**src/common/bldc_cfg.svh**
```systemverilog
// Constants for the commutation decoder: register map, field positions and reset values
// Function
// - Fault output low on bad code, no run, over-current, undervoltage or overtemperature.
// - Select input high decodes 60 degree sensor phasing, low decodes 120 degree.
// - Run enable low: tops off, bottoms low, motor coasts, fault active.
// - Floating run enable reads as asserted, so sequencing is on by default.
// - Brake high: all tops off, all bottoms on, windings shorted.
// - Brake overrides enable, direction, current sense and sensor code.
// - Floating brake input reads high, so braking engages by default.
// - Bottoms for braking wait until all three top commands are off.
// - Brake interlock watches internal top commands, not the top pins.
// - Six of eight sensor codes are valid sectors; two flag invalid.
// - Direction change swaps top and bottom of each phase for the code.
// - Over-current ends bottom switch conduction for the rest of the oscillator cycle; top drives stay on.
// - Top drives and fault output are active low.
// - Invalid code without brake: all drives off, fault low.
// - Invalid code with brake: tops off, bottoms on, fault low.
`ifndef BLDC_CFG_SVH
`define BLDC_CFG_SVH

// ==========================================================
// Register map
`define BLDC_ADDR_W        8
`define BLDC_DATA_W        32
`define BLDC_REG_CTRL      8'h00
`define BLDC_REG_STATUS    8'h04
`define BLDC_REG_IRQ_STAT  8'h08
`define BLDC_REG_IRQ_MASK  8'h0C

// ==========================================================
// Control fields and reset values
`define BLDC_CTRL_RUN      0
`define BLDC_CTRL_BRAKE    1
`define BLDC_CTRL_RUN_RST  1'h1
`define BLDC_CTRL_BRK_RST  1'h0

// ==========================================================
// Status fields
`define BLDC_ST_PINS_LSB   0
`define BLDC_ST_PINS_MSB   14
`define BLDC_ST_SEC_LSB    15
`define BLDC_ST_SEC_MSB    17
`define BLDC_ST_VALID      18
`define BLDC_ST_TOP_LSB    19
`define BLDC_ST_TOP_MSB    21
`define BLDC_ST_BOT_LSB    22
`define BLDC_ST_BOT_MSB    24
`define BLDC_ST_FAULT      25
`define BLDC_ST_ILIM       26
`define BLDC_ST_MODE_LSB   27
`define BLDC_ST_MODE_MSB   28

// ==========================================================
// Interrupt events
`define BLDC_EV_W          6
`define BLDC_EV_INVALID    0
`define BLDC_EV_ILIM       1
`define BLDC_EV_FAULT      2
`define BLDC_EV_BRAKE      3
`define BLDC_EV_DIR        4
`define BLDC_EV_SECTOR     5
`define BLDC_IRQ_MASK_RST  6'h00

// ==========================================================
// Synchroniser and phase bit order
`define BLDC_SYNC_W        15
`define BLDC_SYNC_RST      15'h060F
`define BLDC_PH_A          2
`define BLDC_PH_B          1
`define BLDC_PH_C          0
`define BLDC_PH_NONE       3'h0
`define BLDC_PH_ALL        3'h7

`endif

```
**src/common/bldc_pkg.sv**
```systemverilog
// Types shared by the commutation decoder modules
`include "bldc_cfg.svh"

package bldc_pkg;

    // ==========================================================
    // Brake interlock mode, Gray along run -> wait -> brake
    typedef enum logic [1:0] {
        BLDC_RUN      = 2'h0,
        BLDC_TOP_WAIT = 2'h1,
        BLDC_BRAKING  = 2'h3
    } bldc_mode_e;

    // ==========================================================
    // Synchronised inputs, reset value in BLDC_SYNC_RST
    typedef struct packed {
        logic       hall_one;
        logic       hall_two;
        logic       hall_three;
        logic       dir;
        logic       run;
        logic       brake;
        logic       sel60;
        logic       ilim;
        logic       osc;
        logic       uvlo;
        logic       tsd;
        logic [2:0] top_pin;
        logic       fault_pin;
    } bldc_pins_s;

    typedef struct packed {
        logic [`BLDC_SYNC_W-1:0] s1;
        logic [`BLDC_SYNC_W-1:0] s2;
        logic [`BLDC_SYNC_W-1:0] s3;
        logic [`BLDC_SYNC_W-1:0] q;
    } bldc_sync_s;

    typedef struct packed {
        logic       valid;
        logic [2:0] sector;
        logic [2:0] top;
        logic [2:0] bot;
    } bldc_dec_s;

    // Switch-on commands, one per bridge transistor
    typedef struct packed {
        logic phase_a_high_side_drive;
        logic phase_b_high_side_drive;
        logic phase_c_high_side_drive;
        logic phase_a_low_side_drive;
        logic phase_b_low_side_drive;
        logic phase_c_low_side_drive;
    } bldc_drive_s;

    typedef struct packed {
        bldc_mode_e              mode;
        logic [2:0]              top_cmd;
        logic [2:0]              bot_cmd;
        logic                    fault;
        logic                    ilim_latch;
        logic                    osc_prev;
        logic                    dir_prev;
        logic                    valid_prev;
        logic                    fault_prev;
        logic [2:0]              sector_prev;
        logic                    run_sw;
        logic                    brake_sw;
        logic [`BLDC_EV_W-1:0]   irq_stat;
        logic [`BLDC_EV_W-1:0]   irq_mask;
        logic [`BLDC_DATA_W-1:0] rdata;
    } bldc_state_s;

endpackage

```
**src/hw/bldc_sync.sv**
```systemverilog
// Three-stage input synchroniser with second/third stage agreement
`timescale 1ns/100ps
`include "bldc_cfg.svh"

module bldc_sync (
    input  wire logic                    clk,
    input  wire logic                    rst_n,
    input  wire logic                    ce,
    input  wire logic [`BLDC_SYNC_W-1:0] din,
    output logic      [`BLDC_SYNC_W-1:0] dout
);

    bldc_pkg::bldc_sync_s    st_ff;
    bldc_pkg::bldc_sync_s    nxt_st;
    logic [`BLDC_SYNC_W-1:0] agree;

    always_comb begin
        nxt_st = st_ff;
        agree  = ~(st_ff.s2 ^ st_ff.s3);
        if (ce) begin
            nxt_st.s1 = din;
            nxt_st.s2 = st_ff.s1;
            nxt_st.s3 = st_ff.s2;
            nxt_st.q  = (agree & st_ff.s3) | (~agree & st_ff.q);
        end
    end

    always_ff @(posedge clk or negedge rst_n) begin
        if (!rst_n) begin
            st_ff <= {4{`BLDC_SYNC_RST}};
        end else begin
            st_ff <= nxt_st;
        end
    end

    assign dout = st_ff.q;

endmodule

```
**src/hw/bldc_sector_decode.sv**
```systemverilog
// Hall code to sector and phase drive table
`timescale 1ns/100ps
`include "bldc_cfg.svh"

module bldc_sector_decode (
    input  wire logic [2:0]      hall_code,
    input  wire logic            sel60,
    input  wire logic            dir,
    output bldc_pkg::bldc_dec_s  dec
);

    logic [2:0] sec;
    logic       ok;
    logic [2:0] fwd_top;
    logic [2:0] fwd_bot;

    always_comb begin
        sec = 3'h0;
        ok  = 1'h1;
        if (sel60) begin
            case (hall_code)
                3'h4:    sec = 3'h0;
                3'h6:    sec = 3'h1;
                3'h7:    sec = 3'h2;
                3'h3:    sec = 3'h3;
                3'h1:    sec = 3'h4;
                3'h0:    sec = 3'h5;
                default: ok  = 1'h0;
            endcase
        end else begin
            case (hall_code)
                3'h4:    sec = 3'h0;
                3'h6:    sec = 3'h1;
                3'h2:    sec = 3'h2;
                3'h3:    sec = 3'h3;
                3'h1:    sec = 3'h4;
                3'h5:    sec = 3'h5;
                default: ok  = 1'h0;
            endcase
        end
        // Forward table, bit order A B C
        case (sec)
            3'h0:    begin fwd_top = 3'h4; fwd_bot = 3'h1; end
            3'h1:    begin fwd_top = 3'h2; fwd_bot = 3'h1; end
            3'h2:    begin fwd_top = 3'h2; fwd_bot = 3'h4; end
            3'h3:    begin fwd_top = 3'h1; fwd_bot = 3'h4; end
            3'h4:    begin fwd_top = 3'h1; fwd_bot = 3'h2; end
            default: begin fwd_top = 3'h4; fwd_bot = 3'h2; end
        endcase
        dec = '0;
        if (ok) begin
            dec.valid  = 1'h1;
            dec.sector = sec;
            dec.top    = dir ? fwd_top : fwd_bot;
            dec.bot    = dir ? fwd_bot : fwd_top;
        end
    end

endmodule

```
**src/hw/bldc_commutation_decoder.sv**
```systemverilog
// Rotor position decoder, brake interlock, current limit and register slave
`timescale 1ns/100ps
`include "bldc_cfg.svh"

module bldc_commutation_decoder (
    input  wire logic                    clk,
    input  wire logic                    rst_n,
    input  wire logic                    ce,
    input  wire logic                    hall_input_one,
    input  wire logic                    hall_input_two,
    input  wire logic                    hall_input_three,
    input  wire logic                    dir_in,
    input  wire logic                    run_enable_in,
    input  wire logic                    brake_in,
    input  wire logic                    sel60_in,
    input  wire logic                    ilim_in,
    input  wire logic                    osc_cycle_in,
    input  wire logic                    uvlo_in,
    input  wire logic                    tsd_in,
    output logic                         phase_a_high_side_drive_o,
    output logic                         phase_a_high_side_drive_oe,
    input  wire logic                    phase_a_high_side_drive_i,
    output logic                         phase_b_high_side_drive_o,
    output logic                         phase_b_high_side_drive_oe,
    input  wire logic                    phase_b_high_side_drive_i,
    output logic                         phase_c_high_side_drive_o,
    output logic                         phase_c_high_side_drive_oe,
    input  wire logic                    phase_c_high_side_drive_i,
    output logic                         phase_a_low_side_drive,
    output logic                         phase_b_low_side_drive,
    output logic                         phase_c_low_side_drive,
    output logic                         fault_n_o,
    output logic                         fault_n_oe,
    input  wire logic                    fault_n_i,
    input  wire logic [`BLDC_ADDR_W-1:0] reg_addr,
    input  wire logic [`BLDC_DATA_W-1:0] reg_wdata,
    input  wire logic                    reg_wr,
    input  wire logic                    reg_rd,
    output logic      [`BLDC_DATA_W-1:0] reg_rdata,
    output logic                         irq
);

    // ==========================================================
    // Signals
    bldc_pkg::bldc_state_s   st_ff;
    bldc_pkg::bldc_state_s   nxt_st;
    bldc_pkg::bldc_pins_s    pins_raw;
    bldc_pkg::bldc_pins_s    pins;
    bldc_pkg::bldc_dec_s     dec;
    bldc_pkg::bldc_drive_s   drv;

    logic [`BLDC_EV_W-1:0]   ev;
    logic [`BLDC_EV_W-1:0]   w1c;
    logic [`BLDC_DATA_W-1:0] status_word;
    logic                    brake_req;
    logic                    run_ok;
    logic                    osc_rise;
    logic                    fault_now;
    logic                    stop_now;

    // ==========================================================
    // Input synchronisation
    always_comb begin
        pins_raw.hall_one   = hall_input_one;
        pins_raw.hall_two   = hall_input_two;
        pins_raw.hall_three = hall_input_three;
        pins_raw.dir        = dir_in;
        pins_raw.run        = run_enable_in;
        pins_raw.brake      = brake_in;
        pins_raw.sel60      = sel60_in;
        pins_raw.ilim       = ilim_in;
        pins_raw.osc        = osc_cycle_in;
        pins_raw.uvlo       = uvlo_in;
        pins_raw.tsd        = tsd_in;
        // Readback pins feed STATUS only
        pins_raw.top_pin    = {phase_a_high_side_drive_i, phase_b_high_side_drive_i, phase_c_high_side_drive_i};
        pins_raw.fault_pin  = fault_n_i;
    end

    bldc_sync u_sync (
        .clk   (clk),
        .rst_n (rst_n),
        .ce    (ce),
        .din   (pins_raw),
        .dout  (pins)
    );

    // Live decode of the synchronised code
    bldc_sector_decode u_decode (
        .hall_code (  {pins.hall_one, pins.hall_two, pins.hall_three}),
        .sel60     (pins.sel60),
        .dir       (pins.dir),
        .dec       (dec)
    );

    // ==========================================================
    // Status word
    always_comb begin
        status_word = '0;
        status_word[`BLDC_ST_PINS_MSB:`BLDC_ST_PINS_LSB] = pins;
        status_word[`BLDC_ST_SEC_MSB:`BLDC_ST_SEC_LSB]   = dec.sector;
        status_word[`BLDC_ST_VALID]                      = dec.valid;
        status_word[`BLDC_ST_TOP_MSB:`BLDC_ST_TOP_LSB]   = st_ff.top_cmd;
        status_word[`BLDC_ST_BOT_MSB:`BLDC_ST_BOT_LSB]   = st_ff.bot_cmd;
        status_word[`BLDC_ST_FAULT]                      = st_ff.fault;
        status_word[`BLDC_ST_ILIM]                       = st_ff.ilim_latch;
        status_word[`BLDC_ST_MODE_MSB:`BLDC_ST_MODE_LSB] = st_ff.mode;
    end

    // ==========================================================
    // Next state
    always_comb begin
        nxt_st = st_ff;
        ev     = '0;
        w1c    = '0;

        brake_req = pins.brake | st_ff.brake_sw;
        run_ok    = pins.run & st_ff.run_sw;
        osc_rise  = pins.osc & ~st_ff.osc_prev;
        stop_now  = ~run_ok | pins.uvlo | pins.tsd;
        fault_now = ~dec.valid | ~run_ok | pins.ilim | pins.uvlo | pins.tsd;

        if (ce) begin
            nxt_st.osc_prev = pins.osc;

            if (osc_rise) begin
                nxt_st.ilim_latch = 1'h0;
            end
            if (pins.ilim) begin
                nxt_st.ilim_latch = 1'h1;
            end

            case (st_ff.mode)
                bldc_pkg::BLDC_RUN: begin
                    if (brake_req) begin
                        nxt_st.mode = bldc_pkg::BLDC_TOP_WAIT;
                    end
                end
                bldc_pkg::BLDC_TOP_WAIT: begin
                    if (!brake_req) begin
                        nxt_st.mode = bldc_pkg::BLDC_RUN;
                    end else if (st_ff.top_cmd == `BLDC_PH_NONE) begin
                        nxt_st.mode = bldc_pkg::BLDC_BRAKING;
                    end
                end
                bldc_pkg::BLDC_BRAKING: begin
                    if (!brake_req) begin
                        nxt_st.mode = bldc_pkg::BLDC_RUN;
                    end
                end
                default: begin
                    nxt_st.mode = bldc_pkg::BLDC_RUN;
                end
            endcase

            if (brake_req) begin
                nxt_st.top_cmd = `BLDC_PH_NONE;
                // bottoms only once in braking mode
                nxt_st.bot_cmd = (nxt_st.mode == bldc_pkg::BLDC_BRAKING) ? `BLDC_PH_ALL : `BLDC_PH_NONE;
            end else if (!dec.valid) begin
                nxt_st.top_cmd = `BLDC_PH_NONE;
                nxt_st.bot_cmd = `BLDC_PH_NONE;
            end else if (stop_now) begin
                nxt_st.top_cmd = `BLDC_PH_NONE;
                nxt_st.bot_cmd = `BLDC_PH_NONE;
            end else begin
                // Top held off on a phase whose bottom still conducts
                nxt_st.top_cmd = dec.top & ~st_ff.bot_cmd;
                nxt_st.bot_cmd = nxt_st.ilim_latch ? `BLDC_PH_NONE : dec.bot;
            end

            nxt_st.fault       = fault_now;
            // History for edge events
            nxt_st.dir_prev    = pins.dir;
            nxt_st.valid_prev  = dec.valid;
            nxt_st.fault_prev  = st_ff.fault;
            nxt_st.sector_prev = dec.sector;

            // Events
            ev[`BLDC_EV_INVALID] = st_ff.valid_prev & ~dec.valid;
            ev[`BLDC_EV_ILIM]    = pins.ilim & ~st_ff.ilim_latch;
            ev[`BLDC_EV_FAULT]   = st_ff.fault & ~st_ff.fault_prev;
            ev[`BLDC_EV_BRAKE]   = (nxt_st.mode == bldc_pkg::BLDC_BRAKING) & (st_ff.mode != bldc_pkg::BLDC_BRAKING);
            ev[`BLDC_EV_DIR]     = pins.dir ^ st_ff.dir_prev;
            ev[`BLDC_EV_SECTOR]  = dec.valid & st_ff.valid_prev & (dec.sector != st_ff.sector_prev);

            // Register writes
            if (reg_wr) begin
                case (reg_addr)
                    `BLDC_REG_CTRL: begin
                        nxt_st.run_sw   = reg_wdata[`BLDC_CTRL_RUN];
                        nxt_st.brake_sw = reg_wdata[`BLDC_CTRL_BRAKE];
                    end
                    `BLDC_REG_IRQ_STAT: begin
                        w1c = reg_wdata[`BLDC_EV_W-1:0];
                    end
                    `BLDC_REG_IRQ_MASK: begin
                        nxt_st.irq_mask = reg_wdata[`BLDC_EV_W-1:0];
                    end
                    default: begin
                    end
                endcase
            end

            // New event wins over a clear in the same cycle
            nxt_st.irq_stat = (st_ff.irq_stat & ~w1c) | ev;

            // Register reads, data valid for one cycle only
            nxt_st.rdata = '0;
            if (reg_rd) begin
                case (reg_addr)
                    `BLDC_REG_CTRL: begin
                        nxt_st.rdata[`BLDC_CTRL_RUN]   = st_ff.run_sw;
                        nxt_st.rdata[`BLDC_CTRL_BRAKE] = st_ff.brake_sw;
                    end
                    `BLDC_REG_STATUS: begin
                        nxt_st.rdata = status_word;
                    end
                    `BLDC_REG_IRQ_STAT: begin
                        nxt_st.rdata[`BLDC_EV_W-1:0] = st_ff.irq_stat;
                    end
                    `BLDC_REG_IRQ_MASK: begin
                        nxt_st.rdata[`BLDC_EV_W-1:0] = st_ff.irq_mask;
                    end
                    default: begin
                        nxt_st.rdata = '0;
                    end
                endcase
            end
        end
    end

    // ==========================================================
    // State register
    always_ff @(posedge clk or negedge rst_n) begin
        if (!rst_n) begin
            st_ff.mode        <= bldc_pkg::BLDC_RUN;
            st_ff.top_cmd     <= `BLDC_PH_NONE;
            st_ff.bot_cmd     <= `BLDC_PH_NONE;
            st_ff.fault       <= 1'h1;
            st_ff.ilim_latch  <= 1'h0;
            st_ff.osc_prev    <= 1'h0;
            st_ff.dir_prev    <= 1'h0;
            st_ff.valid_prev  <= 1'h0;
            st_ff.fault_prev  <= 1'h1;
            st_ff.sector_prev <= 3'h0;

            st_ff.run_sw      <= `BLDC_CTRL_RUN_RST;
            st_ff.brake_sw    <= `BLDC_CTRL_BRK_RST;
            st_ff.irq_stat    <= '0;
            st_ff.irq_mask    <= `BLDC_IRQ_MASK_RST;
            st_ff.rdata       <= '0;
        end else begin
            st_ff <= nxt_st;
        end
    end

    // ==========================================================
    // Outputs
    // Command bits fan out to the six switches
    always_comb begin
        drv.phase_a_high_side_drive = st_ff.top_cmd[`BLDC_PH_A];
        drv.phase_b_high_side_drive = st_ff.top_cmd[`BLDC_PH_B];
        drv.phase_c_high_side_drive = st_ff.top_cmd[`BLDC_PH_C];
        drv.phase_a_low_side_drive  = st_ff.bot_cmd[`BLDC_PH_A];
        drv.phase_b_low_side_drive  = st_ff.bot_cmd[`BLDC_PH_B];
        drv.phase_c_low_side_drive  = st_ff.bot_cmd[`BLDC_PH_C];
    end

    assign phase_a_high_side_drive_o  = 1'h0;
    assign phase_b_high_side_drive_o  = 1'h0;
    assign phase_c_high_side_drive_o  = 1'h0;
    assign phase_a_high_side_drive_oe = drv.phase_a_high_side_drive;
    assign phase_b_high_side_drive_oe = drv.phase_b_high_side_drive;
    assign phase_c_high_side_drive_oe = drv.phase_c_high_side_drive;
    assign phase_a_low_side_drive     = drv.phase_a_low_side_drive;
    assign phase_b_low_side_drive     = drv.phase_b_low_side_drive;
    assign phase_c_low_side_drive     = drv.phase_c_low_side_drive;

    assign fault_n_o                  = 1'h0;
    assign fault_n_oe                 = st_ff.fault;

    // Read data and level interrupt
    assign reg_rdata                  = st_ff.rdata;
    assign irq                        = |(st_ff.irq_stat & st_ff.irq_mask);

endmodule

```
**config.mk**
```make
export PLATFORM = sky130hd
export DESIGN_NAME = bldc_commutation_decoder
export DESIGN_NICKNAME = d
export VERILOG_FILES = /design/src/common/bldc_pkg.sv /design/src/hw/bldc_sync.sv /design/src/hw/bldc_sector_decode.sv /design/src/hw/bldc_commutation_decoder.sv
export VERILOG_INCLUDE_DIRS = /design/src /design/src/common
export SDC_FILE = /design/constraint.sdc
export NUM_CORES = 1
export LEC_CHECK = 0
export ABC_AREA = 1
export ABC_CLOCK_PERIOD_IN_PS = 2300
export BUFFER_PORTS_ARGS = -buffer_cell sky130_fd_sc_hd__buf_2
export CAP_MARGIN = 5
export CORE_ASPECT_RATIO = 0.7
export CORE_MARGIN = 5
export CORE_UTILIZATION = 55
export DETAILED_ROUTE_END_ITERATION = 8
export PLACE_DENSITY = 0.78
export SYNTH_ARGS = -nofsm -noshare
export SYNTH_HDL_FRONTEND = slang
export SYNTH_HIERARCHICAL = 1
export SYNTH_SLANG_ARGS = --single-unit
```
**constraint.sdc**
```tcl
create_clock -name clk -period 2.3 [get_ports clk]
set_input_delay 0.345 -clock clk [delete_from_list [all_inputs] [get_ports clk]]
set_output_delay 0.345 -clock clk [all_outputs]
set_load 0.01 [all_outputs]
```
==> flow_metrics.py <==
metrics = {
    "outcome": {
        "outcome": "completed",
    },
    "clocking": {
        "cts.sinks": 120,
        "clk_path_buf_depth": 2,
        "clk_pin_slew_ns": 0.06,
        "cts_max_level": 4,
        "clk-insertion-delay-late_ns": 0.41,
        "cts_tree": "built",
        "cts-buffers-inserted": 17,
        "clockRootBuffer": "clkbuf_16",
    },
    "synthesis": {
        "synth_mux_area_share_pct": 0,
        "avgSynthCellArea_um2": 8.11,
        "syn_area_um2": 6150,
        "synth_compound_area_share_pct": 11.7,
        "synth_xor_area_share_pct": 0.569,
        "synth_top_family_by_area": "simple AND/OR/NAND/NOR gates",
        "netlist_instances": 759,
        "synth-seq-cells": 120,
        "yosys.area_share.simple_pct": 22.9,
        "ys_seq_area_share_pct": 49.3,
        "synth_cell_types": 33,
        "yosys_warnings": 6,
        "synth_adder_area_share_pct": 0,
    },
    "timing": {
        "slew_viol_final": 0,
        "rsz0062_at_grt": "no",
        "tightestPinTransition_ns": 0.752,
        "clock.fmax_mhz": 567,
        "hold_violations": 0,
        "relSlewSlack_pct": 49.5,
        "fin_worst_skew_ns": 0.00661,
        "fin_crit_sh_pct": 76.7,
        "setup_viol": 0,
        "period_needed_ns": 1.76,
        "setup_tns_ns": 0,
    },
    "detailed_routing": {
        "totalWireLength_um": 12900,
        "drtIter0Drc": 361,
        "avgViaCountPerCell": 5.04,
        "ant_nets": 0,
        "route.detailed.drc": 0,
        "first_pass_iters": 5,
        "routedWlPerCell_um": 13.6,
        "vias": 4801,
    },
    "floorplanning": {
        "die_w_um": 136,
        "dieHeight_um": 98.5,
        "die_area_um2": 13400,
        "core_um2": 11000,
        "rows": 32,
        "start_util_pct": 56.1,
        "io_pins": 104,
    },
    "power": {
        "power_density_nw_per_um2": 901,
        "power_mw": 6.17,
        "peakVddDrop_uv": 589,
        "power.leakage_nw": 3.63,
    },
    "worst_setup_path": {
        "cp.arrival_ns": 2.09,
        "critPathRequiredTime_ns": 2.63,
        "r2r_slack_ns": 0.54,
        "startpoint_type": "register",
        "critical_path_peak_fanout": 10,
        "path_class": "reg -> reg",
        "endpoint_kind": "register",
    },
    "cells_and_area": {
        "antenna_cells": 0,
        "nets": 847,
        "drive_above_1_share_pct": 21.8,
        "area_growth_pct": 11.3,
    },
    "global_routing": {
        "antenna_found_initial": 0,
        "track_usage_pct": 20.4,
        "grt-ovfl-total": 0,
        "grt_pass1_wl_um": 21700,
        "grt_start_max_net_pins": 57,
        "grt_pass1_vias": 4723,
    },
    "place": {
        "hpwl_um": 9150,
        "io_buffers": 70,
        "gp_congestion": 0.828,
    },
    "flow_run": {
        "maxCapViolations": 0,
    },
    "min_path": {
        "min_path_type": "in -> reg",
    },
}
## Yosys cell counts, drive strengths merged
master	instances	area, um2
nor3	3	15.0
xor2	1	8.76
dfrtp	93	2330
nand2	260	1020
nor2	43	176
buf	73	531
nand3	35	175
o21ai	59	310
clkbuf	3	11.3
a21oi	22	110
nand4	1	6.26
o31ai	16	229
o2111ai	2	17.5
o22ai	4	25.0
inv	107	402
conb	1	3.75
xnor2	3	26.3
a22oi	3	22.5
a31oi	1	6.26
dfstp	27	709
nor4	1	21.3
clkinv	1	5.00
## layer usage
metal | global-route usage, % | wire [um] | vias up
li1 | - | - | 2357
met1 | 26.8 | 5760 | 2294
met2 | 32.9 | 6320 | 138
met3 | 5.61 | 752 | 12
met4 | 6.66 | 103 | 0
met5 | 0 | 0 | -
## cells in the final DEF (no fill, tap or decap), types with 4 or more instances in the layout
| cell | count |
|---|---|
| o31ai_4 | 5 |
| clkbuf_16 | 17 |
| conb_1 | 7 |
| o31ai_2 | 8 |
| o22ai_1 | 4 |
| nor2_1 | 39 |
| dfrtp_1 | 93 |
| nand2_1 | 250 |
| o21ai_1 | 9 |
| o21ai_2 | 4 |
| inv_2 | 6 |
| a21oi_1 | 22 |
| buf_4 | 9 |
| nand3_1 | 35 |
| nand2_2 | 7 |
| clkinvlp_4 | 5 |
| dfstp_2 | 27 |
| o21ai_0 | 46 |
| buf_2 | 68 |
| inv_1 | 101 |
## power by group
| group | internal [mW] | switching (mW) | leakage, nW |
|---|---|---|---|
| sequential | 2.39 | 0.207 | 1.44 |
| combinational | 0.334 | 0.661 | 1.92 |
| clock | 1.65 | 0.936 | 0.271 |
## logic make-up (layout without fill, tap and decap cells)
group,count (synthesis),count (layout)
and+or+nand+nor,343,343
buffers and inverters,184,219
DFF,120,120
AOI/OAI and AO/OA,107,107
xor gates and xnor gates,4,4
other,1,7
## worst paths after layout
path | from | to | depth (start not counted)
setup / recovery | register | phase_a_low_side_drive$_DFFE_PN0P_ | 12
hold / removal | hall_input_one | u_sync/st_ff[59]$_DFFE_PN0P_ | 3
hold reg to reg | st_ff[49]$_DFFE_PN1P_ | st_ff[49]$_DFFE_PN1P_ | 2
max in group asynchronous | rst_n | u_sync/st_ff[39]$_DFFE_PN1P_ | 3
min in group asynchronous | rst_n | u_sync/st_ff[34]$_DFFE_PN0P_ | 2
setup reg to reg | register | phase_a_low_side_drive$_DFFE_PN0P_ | 12
## per-stage QoR
step	util, %	setup slack [ns]	cell area, um2	instances	hold slack (ns)
5_1_grt	62.4	0.347	6850	953	0.142
3_3_place_gp	57.0	0.586	6250	920	0.339
4_1_cts	62.4	0.520	6850	953	0.130
3_5_place_dp	57.0	0.501	6250	920	0.349
2_1_floorplan	-	0.876	6180	765	0.0494
6_report	62.4	0.536	6850	953	0.144
## worst max-delay path, cell delays in order, from the launching register on
cell	delay, ns
dfrtp_1	0.49
inv_2	0.11
nand2_1	0.11
nand2_1	0.07
nand2_1	0.06
nand2_1	0.08
clkinv_2	0.12
nand2_1	0.08
nor2_1	0.12
nand2_1	0.07
nor2_1	0.11
nand3_1	0.10
a22oi_1	0.17
## timing repair
action / 4_1_cts / 5_1_grt
resized for setup: 0 / 0
endpoints found under the hold margin: 23 / 0
hold buffers: 1 / 0
setup buffers: 0 / 0
## cell type report
cell class / count / area, um2
multi-input combinational: 461 / 2190
timing repair buffer: 79 / 438
clock buffer: 21 / 460
sequential: 120 / 3040
inverter: 108 / 407
clock inverter: 11 / 125
fill: 974 / 4120
tap: 153 / 191
No activity file was read; power rests on OpenSTA's default activity.
